`src/ccs_defs.svh`:
```
// register offsets, field positions, reset values and timing counts for counter control routing
`ifndef CCS_DEFS_SVH
`define CCS_DEFS_SVH

// register byte offsets
`define CCS_OFF_OVERRIDE 8'h00
`define CCS_OFF_LADDER 8'h04
`define CCS_OFF_SELECT 8'h08
`define CCS_OFF_COND 8'h0C
`define CCS_OFF_OUTREG 8'h10
`define CCS_OFF_STATUS 8'h14

// field positions in the condition register
`define CCS_COND_OUTSRC 0
`define CCS_COND_THR_LO 1
`define CCS_COND_FLT_LO 3

// control bit positions inside one counter's control nibble
`define CCS_CTL_LATCH 0
`define CCS_CTL_CLEAR 1
`define CCS_CTL_ENABLE 2
`define CCS_CTL_LOAD 3

// reset values
`define CCS_RST_WORD 32'h0000_0000
`define CCS_RST_BYTE 8'h00

// timing: a pin must hold for half the period of the filter's top frequency
`define CCS_CLK_NS 25
`define CCS_HF_HALF_NS 500
`define CCS_MF_HALF_NS 5000
`define CCS_LF_HALF_NS 50000
`define CCS_HF_CYC (`CCS_HF_HALF_NS / `CCS_CLK_NS)
`define CCS_MF_CYC (`CCS_MF_HALF_NS / `CCS_CLK_NS)
`define CCS_LF_CYC (`CCS_LF_HALF_NS / `CCS_CLK_NS)
`define CCS_FLT_CNT_W 11

`endif

```
`src/ccs_pkg.sv`:
```
// types shared by the counter control routing block
`default_nettype none
package ccs_pkg;

  // noise filter strength, derived from the 2-bit filter selector
  typedef enum logic [1:0] {
    FLT_HIGH,
    FLT_MEDIUM,
    FLT_LOW
  } ccs_flt_t;

  // input threshold level, derived from the 2-bit threshold selector
  typedef enum logic [1:0] {
    THR_12V,
    THR_6V,
    THR_1V4,
    THR_0V
  } ccs_thr_t;

endpackage
`default_nettype wire

```
`src/ccs_counter_ctl.sv`:
```
// counter control source selection, output source mode and input conditioning selectors
`timescale 1ns/10ps
`default_nettype none
`include "ccs_defs.svh"

// Functional notes
// configuration held in contiguous single-bit registers
// counter A pin 1 destination from upper selector
// counter A pin 2 destination from lower selector
// counter B pin 1 destination from upper selector
// counter B pin 2 destination from lower selector
// code zero ladder; equal pairs force control low
// latch or clear pin 1 codes route
// enable or load pin 1 codes route
// mode zero: outputs follow output register
// mode one: comparisons drive outputs 1,2,5,6
// threshold selector picks 12, 6, 1.4, 0 V
// filter code 00 passes up to 1 MHz
// filter code 01 limits to 100 kHz
// filter high bit set limits to 10 kHz
// override program writes every configuration bit
// power-up configuration until override bit set
// counter B mirrors counter A routing
// pins synchronised and filtered before routing
module ccs_counter_ctl #(
  parameter int ADDR_W = 8,
  parameter logic [3:0] PWR_SEL_A = 4'h0,
  parameter logic [3:0] PWR_SEL_B = 4'h0,
  parameter logic PWR_OUT_SRC = 1'b0,
  parameter logic [1:0] PWR_THR = 2'h0,
  parameter logic [1:0] PWR_FLT = 2'h0
) (
  input wire logic clk,
  input wire logic rst,
  input wire logic psel,
  input wire logic penable,
  input wire logic pwrite,
  input wire logic [ADDR_W-1:0] paddr,
  input wire logic [31:0] pwdata,
  output logic [31:0] prdata,
  output logic pready,
  output logic pslverr,
  input wire logic extPinA1,
  input wire logic extPinA2,
  input wire logic extPinB1,
  input wire logic extPinB2,
  input wire logic [3:0] cmpResult,
  output logic loadA,
  output logic enableA,
  output logic clearA,
  output logic latchA,
  output logic loadB,
  output logic enableB,
  output logic clearB,
  output logic latchB,
  output logic [7:0] outPins,
  output logic [1:0] threshSel,
  output logic [1:0] filterSel
);

  // software-visible state
  logic ovr_r;
  logic ovr_nxt;
  logic [7:0] ladder_r;
  logic [7:0] ladder_nxt;
  logic [3:0] selA_r;
  logic [3:0] selA_nxt;
  logic [3:0] selB_r;
  logic [3:0] selB_nxt;
  logic [4:0] cond_r;
  logic [4:0] cond_nxt;
  logic [7:0] outReg_r;
  logic [7:0] outReg_nxt;
  logic [31:0] prdata_r;
  logic [31:0] prdata_nxt;

  // effective configuration and routed results
  logic [3:0] effSelA;
  logic [3:0] effSelB;
  logic effOutSrc;
  logic [1:0] effThr;
  logic [1:0] effFlt;
  ccs_pkg::ccs_flt_t fltMode;
  ccs_pkg::ccs_thr_t thrMode;
  logic [3:0] pinClean;
  logic [3:0] routeA;
  logic [3:0] routeB;
  logic [3:0] ctlA_r;
  logic [3:0] ctlA_nxt;
  logic [3:0] ctlB_r;
  logic [3:0] ctlB_nxt;
  logic [7:0] outPins_r;
  logic [7:0] outPins_nxt;
  logic [1:0] thr_r;
  logic [1:0] thr_nxt;
  logic [1:0] flt_r;
  logic [1:0] flt_nxt;

  logic setupPh;
  logic wrEn;
  logic hit;

  // true when the offset names one of the mapped registers
  function automatic logic isMapped(input logic [ADDR_W-1:0] a);
    case (8'(a))
      `CCS_OFF_OVERRIDE, `CCS_OFF_LADDER, `CCS_OFF_SELECT,
      `CCS_OFF_COND, `CCS_OFF_OUTREG, `CCS_OFF_STATUS: isMapped = 1'b1;
      default: isMapped = 1'b0;
    endcase
  endfunction

  // apb: no wait states; writes land at the access edge, reads are captured at setup
  assign setupPh = psel && !penable;
  assign wrEn = psel && penable && pwrite;
  assign hit = isMapped(paddr);
  assign pready = 1'b1;
  assign pslverr = psel && penable && !hit;
  assign prdata = prdata_r;

  // R1 register writes
  // every configuration bit is one flip-flop in a small group of words
  always_comb begin
    ovr_nxt = ovr_r;
    ladder_nxt = ladder_r;
    selA_nxt = selA_r;
    selB_nxt = selB_r;
    cond_nxt = cond_r;
    outReg_nxt = outReg_r;
    if (wrEn) begin
      case (8'(paddr))
        `CCS_OFF_OVERRIDE: ovr_nxt = pwdata[0];
        `CCS_OFF_LADDER: ladder_nxt = pwdata[7:0];
        `CCS_OFF_SELECT: begin
          selA_nxt = pwdata[3:0];
          selB_nxt = pwdata[7:4];
        end
        `CCS_OFF_COND: cond_nxt = pwdata[4:0];
        `CCS_OFF_OUTREG: outReg_nxt = pwdata[7:0];
        default: ;
      endcase
    end
  end

  // read data; unmapped offsets and unused upper bits read as zero; status bits read their live values
  always_comb begin
    prdata_nxt = prdata_r;
    if (setupPh && !pwrite) begin
      case (8'(paddr))
        `CCS_OFF_OVERRIDE: prdata_nxt = {31'h0000_0000, ovr_r};
        `CCS_OFF_LADDER: prdata_nxt = {24'h00_0000, ladder_r};
        `CCS_OFF_SELECT: prdata_nxt = {24'h00_0000, selB_r, selA_r};
        `CCS_OFF_COND: prdata_nxt = {27'h000_0000, cond_r};
        `CCS_OFF_OUTREG: prdata_nxt = {24'h00_0000, outReg_r};
        `CCS_OFF_STATUS: prdata_nxt = {8'h00, flt_r, thr_r, pinClean, outPins_r, ctlB_r, ctlA_r};
        default: prdata_nxt = `CCS_RST_WORD;
      endcase
    end
  end

  // power-up configuration stays in force until the override bit is set
  // the program must then supply every selector itself, nothing is merged
  assign effSelA = ovr_r ? selA_r : PWR_SEL_A;
  assign effSelB = ovr_r ? selB_r : PWR_SEL_B;
  assign effOutSrc = ovr_r ? cond_r[`CCS_COND_OUTSRC] : PWR_OUT_SRC;
  assign effThr = ovr_r ? cond_r[`CCS_COND_THR_LO +: 2] : PWR_THR;
  assign effFlt = ovr_r ? cond_r[`CCS_COND_FLT_LO +: 2] : PWR_FLT;

  // filter strength; low bit ignored once the high bit is set
  always_comb begin
    case (effFlt)
      2'b00: fltMode = ccs_pkg::FLT_HIGH;
      2'b01: fltMode = ccs_pkg::FLT_MEDIUM;
      default: fltMode = ccs_pkg::FLT_LOW;
    endcase
  end

  // threshold level code, high selector bit first
  always_comb begin
    case (effThr)
      2'b00: thrMode = ccs_pkg::THR_12V;
      2'b01: thrMode = ccs_pkg::THR_6V;
      2'b10: thrMode = ccs_pkg::THR_1V4;
      default: thrMode = ccs_pkg::THR_0V;
    endcase
  end

  // pins cleaned before routing; adds latency of the filter hold time
  ccs_pin_filter #(
    .W(4)
  ) uFilter (
    .clk(clk),
    .rst(rst),
    .pinRaw({extPinB2, extPinB1, extPinA2, extPinA1}),
    .fltMode(fltMode),
    .pinClean(pinClean)
  );

  // counter A routing from its selector pairs
  ccs_route uRouteA (
    .sel(effSelA),
    .ladder(ladder_r[3:0]),
    .pin1(pinClean[0]),
    .pin2(pinClean[1]),
    .ctl(routeA)
  );

  // counter B uses the same table with its own pins and bits
  ccs_route uRouteB (
    .sel(effSelB),
    .ladder(ladder_r[7:4]),
    .pin1(pinClean[2]),
    .pin2(pinClean[3]),
    .ctl(routeB)
  );

  // output source; comparison bits land on outputs 1, 2, 5 and 6
  always_comb begin
    ctlA_nxt = routeA;
    ctlB_nxt = routeB;
    thr_nxt = 2'(thrMode);
    flt_nxt = effFlt;
    outPins_nxt = outReg_r;
    if (effOutSrc) begin
      outPins_nxt[0] = cmpResult[0];
      outPins_nxt[1] = cmpResult[1];
      outPins_nxt[4] = cmpResult[2];
      outPins_nxt[5] = cmpResult[3];
    end
  end

  // one register stage for everything the block holds and every output except pready and pslverr
  always_ff @(posedge clk) begin
    if (rst) begin
      ovr_r <= 1'b0;
      ladder_r <= `CCS_RST_BYTE;
      selA_r <= 4'h0;
      selB_r <= 4'h0;
      cond_r <= 5'h00;
      outReg_r <= `CCS_RST_BYTE;
      prdata_r <= `CCS_RST_WORD;
      ctlA_r <= 4'h0;
      ctlB_r <= 4'h0;
      outPins_r <= `CCS_RST_BYTE;
      thr_r <= 2'h0;
      flt_r <= 2'h0;
    end else begin
      ovr_r <= ovr_nxt;
      ladder_r <= ladder_nxt;
      selA_r <= selA_nxt;
      selB_r <= selB_nxt;
      cond_r <= cond_nxt;
      outReg_r <= outReg_nxt;
      prdata_r <= prdata_nxt;
      ctlA_r <= ctlA_nxt;
      ctlB_r <= ctlB_nxt;
      outPins_r <= outPins_nxt;
      thr_r <= thr_nxt;
      flt_r <= flt_nxt;
    end
  end

  assign loadA = ctlA_r[`CCS_CTL_LOAD];
  assign enableA = ctlA_r[`CCS_CTL_ENABLE];
  assign clearA = ctlA_r[`CCS_CTL_CLEAR];
  assign latchA = ctlA_r[`CCS_CTL_LATCH];
  assign loadB = ctlB_r[`CCS_CTL_LOAD];
  assign enableB = ctlB_r[`CCS_CTL_ENABLE];
  assign clearB = ctlB_r[`CCS_CTL_CLEAR];
  assign latchB = ctlB_r[`CCS_CTL_LATCH];
  assign outPins = outPins_r;
  assign threshSel = thr_r;
  assign filterSel = flt_r;

  AST_OVR_HOLD: assert property (@(posedge clk) disable iff (rst)
    !ovr_r |-> (effSelA == PWR_SEL_A) && (effSelB == PWR_SEL_B) && (effFlt == PWR_FLT))
    else $error("runtime selector used before override");

  AST_SRC_REG: assert property (@(posedge clk) disable iff (rst)
    !effOutSrc |=> outPins == $past(outReg_r))
    else $error("outputs not taken from output register");

  AST_SRC_CMP: assert property (@(posedge clk) disable iff (rst)
    effOutSrc |=> {outPins[5], outPins[4], outPins[1], outPins[0]} == $past(cmpResult)
      && {outPins[7:6], outPins[3:2]} == {$past(outReg_r[7:6]), $past(outReg_r[3:2])})
    else $error("comparison results not on outputs 1,2,5,6");

  AST_CODE_ZERO: assert property (@(posedge clk) disable iff (rst)
    effSelA == 4'h0 |=> {loadA, enableA, clearA, latchA} == $past(ladder_r[3:0]))
    else $error("code zero must follow ladder bits");

  AST_FORCE_LOW: assert property (@(posedge clk) disable iff (rst)
    (effSelA == 4'h5) ##1 1'b1 |-> !clearA && (latchA == $past(ladder_r[`CCS_CTL_LATCH])))
    else $error("clear not forced low by code 0101");

  AST_PIN1_LATCH: assert property (@(posedge clk) disable iff (rst)
    (effSelA[3:2] == 2'b00) && (effSelA[1:0] != 2'b00) |=> latchA == $past(pinClean[0]))
    else $error("latch not from pin 1");

  AST_PIN1_ENABLE: assert property (@(posedge clk) disable iff (rst)
    (effSelA[3:2] == 2'b10) && (effSelA[1:0] != 2'b10) |=> enableA == $past(pinClean[0])
      && loadA == (($past(effSelA[1:0]) == 2'b11) ? $past(pinClean[1]) : $past(ladder_r[`CCS_CTL_LOAD])))
    else $error("enable not from pin 1");

  AST_B_MIRROR: assert property (@(posedge clk) disable iff (rst)
    effSelB == 4'hF |=> !loadB && {enableB, clearB, latchB} == $past(ladder_r[6:4]))
    else $error("counter B code 1111 wrong");

  AST_FLT_LOW: assert property (@(posedge clk) disable iff (rst)
    effFlt[1] |-> fltMode == ccs_pkg::FLT_LOW)
    else $error("high filter bit must select low frequency");

  AST_THR_CODE: assert property (@(posedge clk) disable iff (rst)
    (effThr == 2'b10) ##1 (effThr == 2'b10) |-> threshSel == 2'(ccs_pkg::THR_1V4))
    else $error("threshold code mismatch");

  // clear from pin 1
  AST_PIN1_CLEAR: assert property (@(posedge clk) disable iff (rst)
    (effSelA[3:2] == 2'b01) && (effSelA[1:0] != 2'b01) |=> clearA == $past(pinClean[0]))
    else $error("clear not from pin 1");

  // load from pin 1
  AST_PIN1_LOAD: assert property (@(posedge clk) disable iff (rst)
    (effSelA[3:2] == 2'b11) && (effSelA[1:0] != 2'b11) |=> loadA == $past(pinClean[0]))
    else $error("load not from pin 1");

  // latch from pin 2
  AST_PIN2_LATCH: assert property (@(posedge clk) disable iff (rst)
    (effSelA[1:0] == 2'b00) && (effSelA[3:2] != 2'b00) |=> latchA == $past(pinClean[1]))
    else $error("latch not from pin 2");

  // enable forced low
  AST_FORCE_EN: assert property (@(posedge clk) disable iff (rst)
    effSelA == 4'hA |=> !enableA && (loadA == $past(ladder_r[`CCS_CTL_LOAD])))
    else $error("enable not forced low by code 1010");

  // counter B pin 1
  AST_B_PIN1: assert property (@(posedge clk) disable iff (rst)
    (effSelB[3:2] == 2'b00) && (effSelB[1:0] != 2'b00) |=> latchB == $past(pinClean[2]))
    else $error("counter B latch not from pin 1");

  // counter B pin 2
  AST_B_PIN2: assert property (@(posedge clk) disable iff (rst)
    (effSelB[1:0] == 2'b01) && (effSelB[3:2] != 2'b01) |=> clearB == $past(pinClean[3]))
    else $error("counter B clear not from pin 2");

  // filter code shown
  AST_FLT_SHOWN: assert property (@(posedge clk) disable iff (rst)
    1'b1 |=> filterSel == $past(effFlt))
    else $error("filter selector output wrong");

endmodule
`default_nettype wire

```
`src/ccs_pin_filter.sv`:
```
// synchroniser and selectable noise filter for the external control pins
`timescale 1ns/10ps
`default_nettype none
`include "ccs_defs.svh"

module ccs_pin_filter #(
  parameter int W = 4
) (
  input wire logic clk,
  input wire logic rst,
  input wire logic [W-1:0] pinRaw,
  input wire ccs_pkg::ccs_flt_t fltMode,
  output logic [W-1:0] pinClean
);

  logic [W-1:0] sync1_r;
  logic [W-1:0] sync2_r;
  logic [W-1:0] clean_r;
  logic [W-1:0] clean_nxt;
  logic [`CCS_FLT_CNT_W-1:0] cnt_r [W];
  logic [`CCS_FLT_CNT_W-1:0] cnt_nxt [W];

  // hold time in cycles for a filter strength
  function automatic logic [`CCS_FLT_CNT_W-1:0] holdCycles(input ccs_pkg::ccs_flt_t m);
    case (m)
      ccs_pkg::FLT_HIGH: holdCycles = `CCS_FLT_CNT_W'(`CCS_HF_CYC);
      ccs_pkg::FLT_MEDIUM: holdCycles = `CCS_FLT_CNT_W'(`CCS_MF_CYC);
      default: holdCycles = `CCS_FLT_CNT_W'(`CCS_LF_CYC);
    endcase
  endfunction

  // filter strength
  // a level must stay put for the hold time before it passes; shorter pulses are noise
  always_comb begin
    for (int i = 0; i < W; i++) begin
      clean_nxt[i] = clean_r[i];
      cnt_nxt[i] = '0;
      if (sync2_r[i] != clean_r[i]) begin
        if (cnt_r[i] >= holdCycles(fltMode) - `CCS_FLT_CNT_W'(1)) begin
          clean_nxt[i] = sync2_r[i];
        end else begin
          cnt_nxt[i] = cnt_r[i] + `CCS_FLT_CNT_W'(1);
        end
      end
    end
  end

  // two-stage synchroniser, then filter state
  always_ff @(posedge clk) begin
    if (rst) begin
      sync1_r <= '0;
      sync2_r <= '0;
      clean_r <= '0;
      for (int i = 0; i < W; i++) begin
        cnt_r[i] <= '0;
      end
    end else begin
      sync1_r <= pinRaw;
      sync2_r <= sync1_r;
      clean_r <= clean_nxt;
      for (int i = 0; i < W; i++) begin
        cnt_r[i] <= cnt_nxt[i];
      end
    end
  end

  assign pinClean = clean_r;

  // a cleaned level only moves after the synchronised pin has disagreed for the hold time
  AST_FLT_HOLD: assert property (@(posedge clk) disable iff (rst)
    (sync2_r[0] != clean_r[0]) && (cnt_r[0] == `CCS_FLT_CNT_W'(0)) && (fltMode == ccs_pkg::FLT_HIGH) |=>
    (clean_r[0] == $past(clean_r[0])))
    else $error("filtered pin moved before its hold time");

endmodule
`default_nettype wire

```
`src/ccs_route.sv`:
```
// routing of one counter's four controls between ladder bits and two external pins
`timescale 1ns/10ps
`default_nettype none
`include "ccs_defs.svh"

module ccs_route (
  input wire logic [3:0] sel,
  input wire logic [3:0] ladder,
  input wire logic pin1,
  input wire logic pin2,
  output logic [3:0] ctl
);

  logic [1:0] dst1;
  logic [1:0] dst2;

  // control nibble is {load, enable, clear, latch}; the upper selector pair picks where
  // pin 1 goes and the lower pair where pin 2 goes, both in the order latch, clear, enable, load
  assign dst1 = sel[3:2];
  assign dst2 = sel[1:0];

  // control mapping
  always_comb begin
    ctl = ladder;
    if (dst1 == dst2) begin
      // equal pairs route no pin; the nonzero ones force their control low
      if (dst1 != 2'b00) begin
        ctl[dst1] = 1'b0;
      end
    end else begin
      ctl[dst1] = pin1;
      ctl[dst2] = pin2;
    end
  end

endmodule
`default_nettype wire

```
`config.mk`:
```
export PLATFORM = sky130hd
export DESIGN_NAME = ccs_counter_ctl
export DESIGN_NICKNAME = d
export VERILOG_FILES = /design/src/ccs_pkg.sv /design/src/ccs_counter_ctl.sv /design/src/ccs_pin_filter.sv /design/src/ccs_route.sv
export VERILOG_INCLUDE_DIRS = /design/src
export SDC_FILE = /design/constraint.sdc
export NUM_CORES = 1
export LEC_CHECK = 0
export ABC_AREA = 0
export BUFFER_PORTS_ARGS = -buffer_cell sky130_fd_sc_hd__clkbuf_2
export CAP_MARGIN = 10
export CELL_PAD_IN_SITES_DETAIL_PLACEMENT = 0
export CELL_PAD_IN_SITES_GLOBAL_PLACEMENT = 1
export CORE_MARGIN = 3
export CORE_UTILIZATION = 40
export CTS_CLUSTER_DIAMETER = 60
export DETAILED_ROUTE_END_ITERATION = 8
export GPL_TIMING_DRIVEN = 1
export PLACE_DENSITY = 0.78
export SYNTH_ARGS = -nofsm -noshare
export SYNTH_HDL_FRONTEND = slang
export SYNTH_SLANG_ARGS = --single-unit
```
`constraint.sdc`:
```
create_clock -name clk -period 8.6 [get_ports clk]
set_clock_uncertainty 0.05 [all_clocks]
set_input_delay 2.15 -clock clk [delete_from_list [all_inputs] [get_ports clk]]
set_output_delay 2.15 -clock clk [all_outputs]
set_load 0.005 [all_outputs]
```
==> results.cfg <==
[finish]
area_growth_pct = 16.8
fin_util_pct = 48.8
seq_area_um2 = 2600
fillCellCount = 1389
fin_cells = 946
n_antenna_cell = 0
fin_area_um2 = 7230
nNetsFinal = 843
multi_input_area_um2 = 3400
layout-drive-gt1-share_pct = 15.7

[floorplanning]
core_area_um2 = 14800
rows = 44
die_x_um = 130
dieHeight_um = 130
ios = 107
floorplan.die_area_um2 = 17000
initial_core_util_pct = 41.8

[global_routing]
antenna_found_initial = 0
grt_pass1_wl_um = 24600
overflow = 0
grt_util_all_layers_pct = 18.2
grt_pass1_vias = 4951
grt_max_degree = 50

[timing]
setup_violations = 0
finalSetupTns_ns = 0
post-route-period-util_pct = 60.9
relSlewSlack_pct = 33.7
fmax_mhz = 191
drv_slew = 0
holdWs_ns = 0.386
fin_crit_ns = 5.23
hold_violations = 0
rsz0062_at_grt = no
tightest_slew_ns = 0.993

[setup_path]
worst-setup-path-type = primary input to output pin
r2r_slack_ns = 4.99
critPathMaxFanout = 4
path_buf_inv = 2
crit_slowest_cell = nor3_2
crit_family = simple AND/OR/NAND/NOR gates
crit_path_end_kind = output pin
crit_end = pslverr
rr_startpoint = ovr_r$_SDFFE_PP0P_
crit_arrival_ns = 3.03
crit_chain = clkbuf_2, nor3_2, nand3_1, and3_1, clkbuf_2
reg2reg_depth = 8
required_ns = 6.40
r2r-end = uFilter.cnt_r[2][8]$_SDFF_PP0_
cp_common_cell = clkbuf_2
path_depth = 5
startpoint_type = primary input
cpPeakStageDelay_ns = 0.33
crit_start = paddr[5]

[synthesis]
syn_avg_cell_area_um2 = 9.01
synthTopCellsByArea = dfxtp_1 42%, ha_1 8.1%, nor2_1 6.4%
synth_compound_area_share_pct = 12.1
synthFlopType = dfxtp_1
synthCells = 687
yosys.area_share.simple_pct = 20.9
synth_area_um2 = 6190
synth_top_area_share_pct = 42.1
synth_warnings = 0
synth-edff-count = 0
synth_top_family_by_area = simple AND/OR/NAND/NOR gates
async_flop_share_pct = 0
yosysUniqueCellTypes = 51
synth_top_cell_by_area = dfxtp_1
synth-adder-area-share_pct = 8.09
synth_xor_area_share_pct = 6.23
synth.area.mux_share_pct = 6.81
ys_ff_latch = 130
ys_seq_area_share_pct = 42.1

[power]
p_per_area_nw_per_um2 = 189
irDropWorstVdd_uv = 142
combPwrFrac_pct = 2.4
swShare_pct = 22.6
power.internal_mw = 1.06
clkPwrFrac_pct = 53.1
seq_power_share_pct = 44.4
p_sw_uw = 308
power_leakage_nw = 2.99

[clocking]
ctsHoldBuffers = 0
cts_resized = 0
cts_sinks = 130
cts_setup_buffers = 0
clock_latency_ns = 0.42
cts_max_path_buffers = 2
tritoncts = done
cts-htree-levels = 4
cts.clk_slew.worst_paths_ns = 0.06
cts_made_buffers = 17
cts-root-buf = clkbuf_16

[drt]
drt_first_pass_iters = 5
routed_wirelength_um = 14900
vias = 5057
first_iter_violations = 318
drtAntennaViolNets = 0
wire_per_inst_um = 15.7
routed_via_density = 5.35
drc = 0

[placed_design]
dpl.cell_count = 914
dp_hpwl_um = 10500
dpl-instance-area_um2 = 6620
port_buffers = 73
gp_congestion = 0.830

[worst_hold_path]
hp-class = flop to flop

[run_status]
outcome = complete, no violations

[flow_run]
max_cap_violations = 0
-- power groups by stage --
stage                     sequential [mW]  combinational, mW  clock [mW]
after detailed placement            0.619             0.0332           0
after CTS                           0.606             0.0332       0.739
final                               0.606             0.0331       0.725
after global routing                0.606             0.0372       0.766
after floorplan                     0.619             0.0224           0
after global placement              0.619             0.0323           0
-- how the worst min path moves through the flow --
stage / cells after the start / end / startpoint / slack [ns]
after floorplan: 1 / uFilter.sync2_r[0]$_SDFF_PP0_ / uFilter.sync1_r[0]$_SDFF_PP0_ / 0.36
after global placement: 1 / uFilter.sync2_r[0]$_SDFF_PP0_ / uFilter.sync1_r[0]$_SDFF_PP0_ / 0.37
after detailed placement: 1 / uFilter.sync2_r[0]$_SDFF_PP0_ / uFilter.sync1_r[0]$_SDFF_PP0_ / 0.38
after CTS: 1 / uFilter.sync2_r[0]$_SDFF_PP0_ / uFilter.sync1_r[0]$_SDFF_PP0_ / 0.39
after global routing: 1 / uFilter.sync2_r[0]$_SDFF_PP0_ / uFilter.sync1_r[0]$_SDFF_PP0_ / 0.40
final: 1 / uFilter.sync2_r[0]$_SDFF_PP0_ / uFilter.sync1_r[0]$_SDFF_PP0_ / 0.39
-- metal layers --
metal	global-route usage [%]	vias to the layer above	part of all wire, %
li1	-	2528	-
met1	24.8	2416	49
met2	28.7	99	45
met3	3.90	14	4.5
met4	6.53	0	1.1
met5	0	-	0
-- cell usage after synthesis, types with 3 or more instances --
cell type	count
clkbuf_1	25
a21o_1	3
nand3_1	29
buf_4	10
o21ai_0	25
buf_2	4
and3_1	13
a21oi_1	23
nand4_1	9
a2111oi_0	4
nand2_1	55
nor2_1	106
o22ai_1	4
nor2b_1	19
nor3_1	4
mux2_2	7
a22o_1	8
ha_1	40
inv_1	5
mux2i_1	32
dfxtp_1	130
nand2b_1	6
and2_1	8
a22oi_1	23
nor4_1	3
xnor2_1	15
xor2_1	29
a211oi_1	15
-- cells by family (layout without fill, tap and decap cells) --
kind of cell / Yosys count / in the layout
XOR/XNOR: 44 / 44
buffers and inverters: 47 / 111
multiplexers: 40 / 40
AND/OR/NAND/NOR: 270 / 270
flip-flops: 130 / 130
adder cells (fa/ha/maj): 40 / 40
other: 2 / 13
AO/OA/AOI/OAI: 114 / 114
-- sequential cells by signal, indices dropped and copies added, names as in the netlist --
signal            flops
ladder_r              8
uFilter.sync1_r       4
prdata               24
filterSel             2
outPins               8
uFilter.cnt_r        44
uFilter.sync2_r       4
uFilter.pinClean      4
ctlB_r                4
cond_r                5
ovr_r                 1
ctlA_r                4
outReg_r              8
threshSel             2
selB_r                4
selA_r                4
-- metrics by stage --
| step | setup slack (ns) | total power, mW |
|---|---|---|
| 2_1_floorplan | 3.60 | 0.641 |
| 3_5_place_dp | 3.37 | 0.653 |
| 3_3_place_gp | 3.39 | 0.652 |
| 5_1_grt | 3.26 | 1.41 |
| 6_report | 3.37 | 1.36 |
| 4_1_cts | 3.37 | 1.38 |
-- cells in the final DEF, fill, tap and decap left out, types with 4 or more instances in the layout --
cell       instances
o22ai_1            4
nand4_1            9
conb_1            13
a22o_1             8
a211oi_1          15
o21ai_0           25
dfxtp_1          130
inv_6              4
a2111oi_0          4
and3_1            13
inv_1              5
nor2b_1           19
ha_1              40
and2_1             8
clkinv_4           4
nand3_1           29
xnor2_1           15
clkbuf_16         17
nor2_1           106
mux2_2             7
nand2b_1           6
nand2_1           55
a22oi_1           23
a21oi_1           23
mux2i_1           32
clkbuf_2          72
nor3_1             4
xor2_1            29
-- layout make-up --
class                   count  share of cell area [%]
inverters                   5                   0.260
flip-flops and latches    130                    36.0
well taps                 184                    3.19
clock buffers              19                    6.13
multi-input cells         521                    47.0
repair buffers             75                    5.32
clock inverters            12                    2.06
-- worst reg2reg max path, stage by stage, from the launching register on --
cell	delay [ns]
dfxtp_1	0.97
o21a_1	0.47
inv_1	0.37
ha_1	0.33
a211oi_1	0.21
o21ai_0	0.14
a211oi_1	0.46
nand2_1	0.35
nor2_1	0.19
No activity file was read; power rests on OpenSTA's default activity.
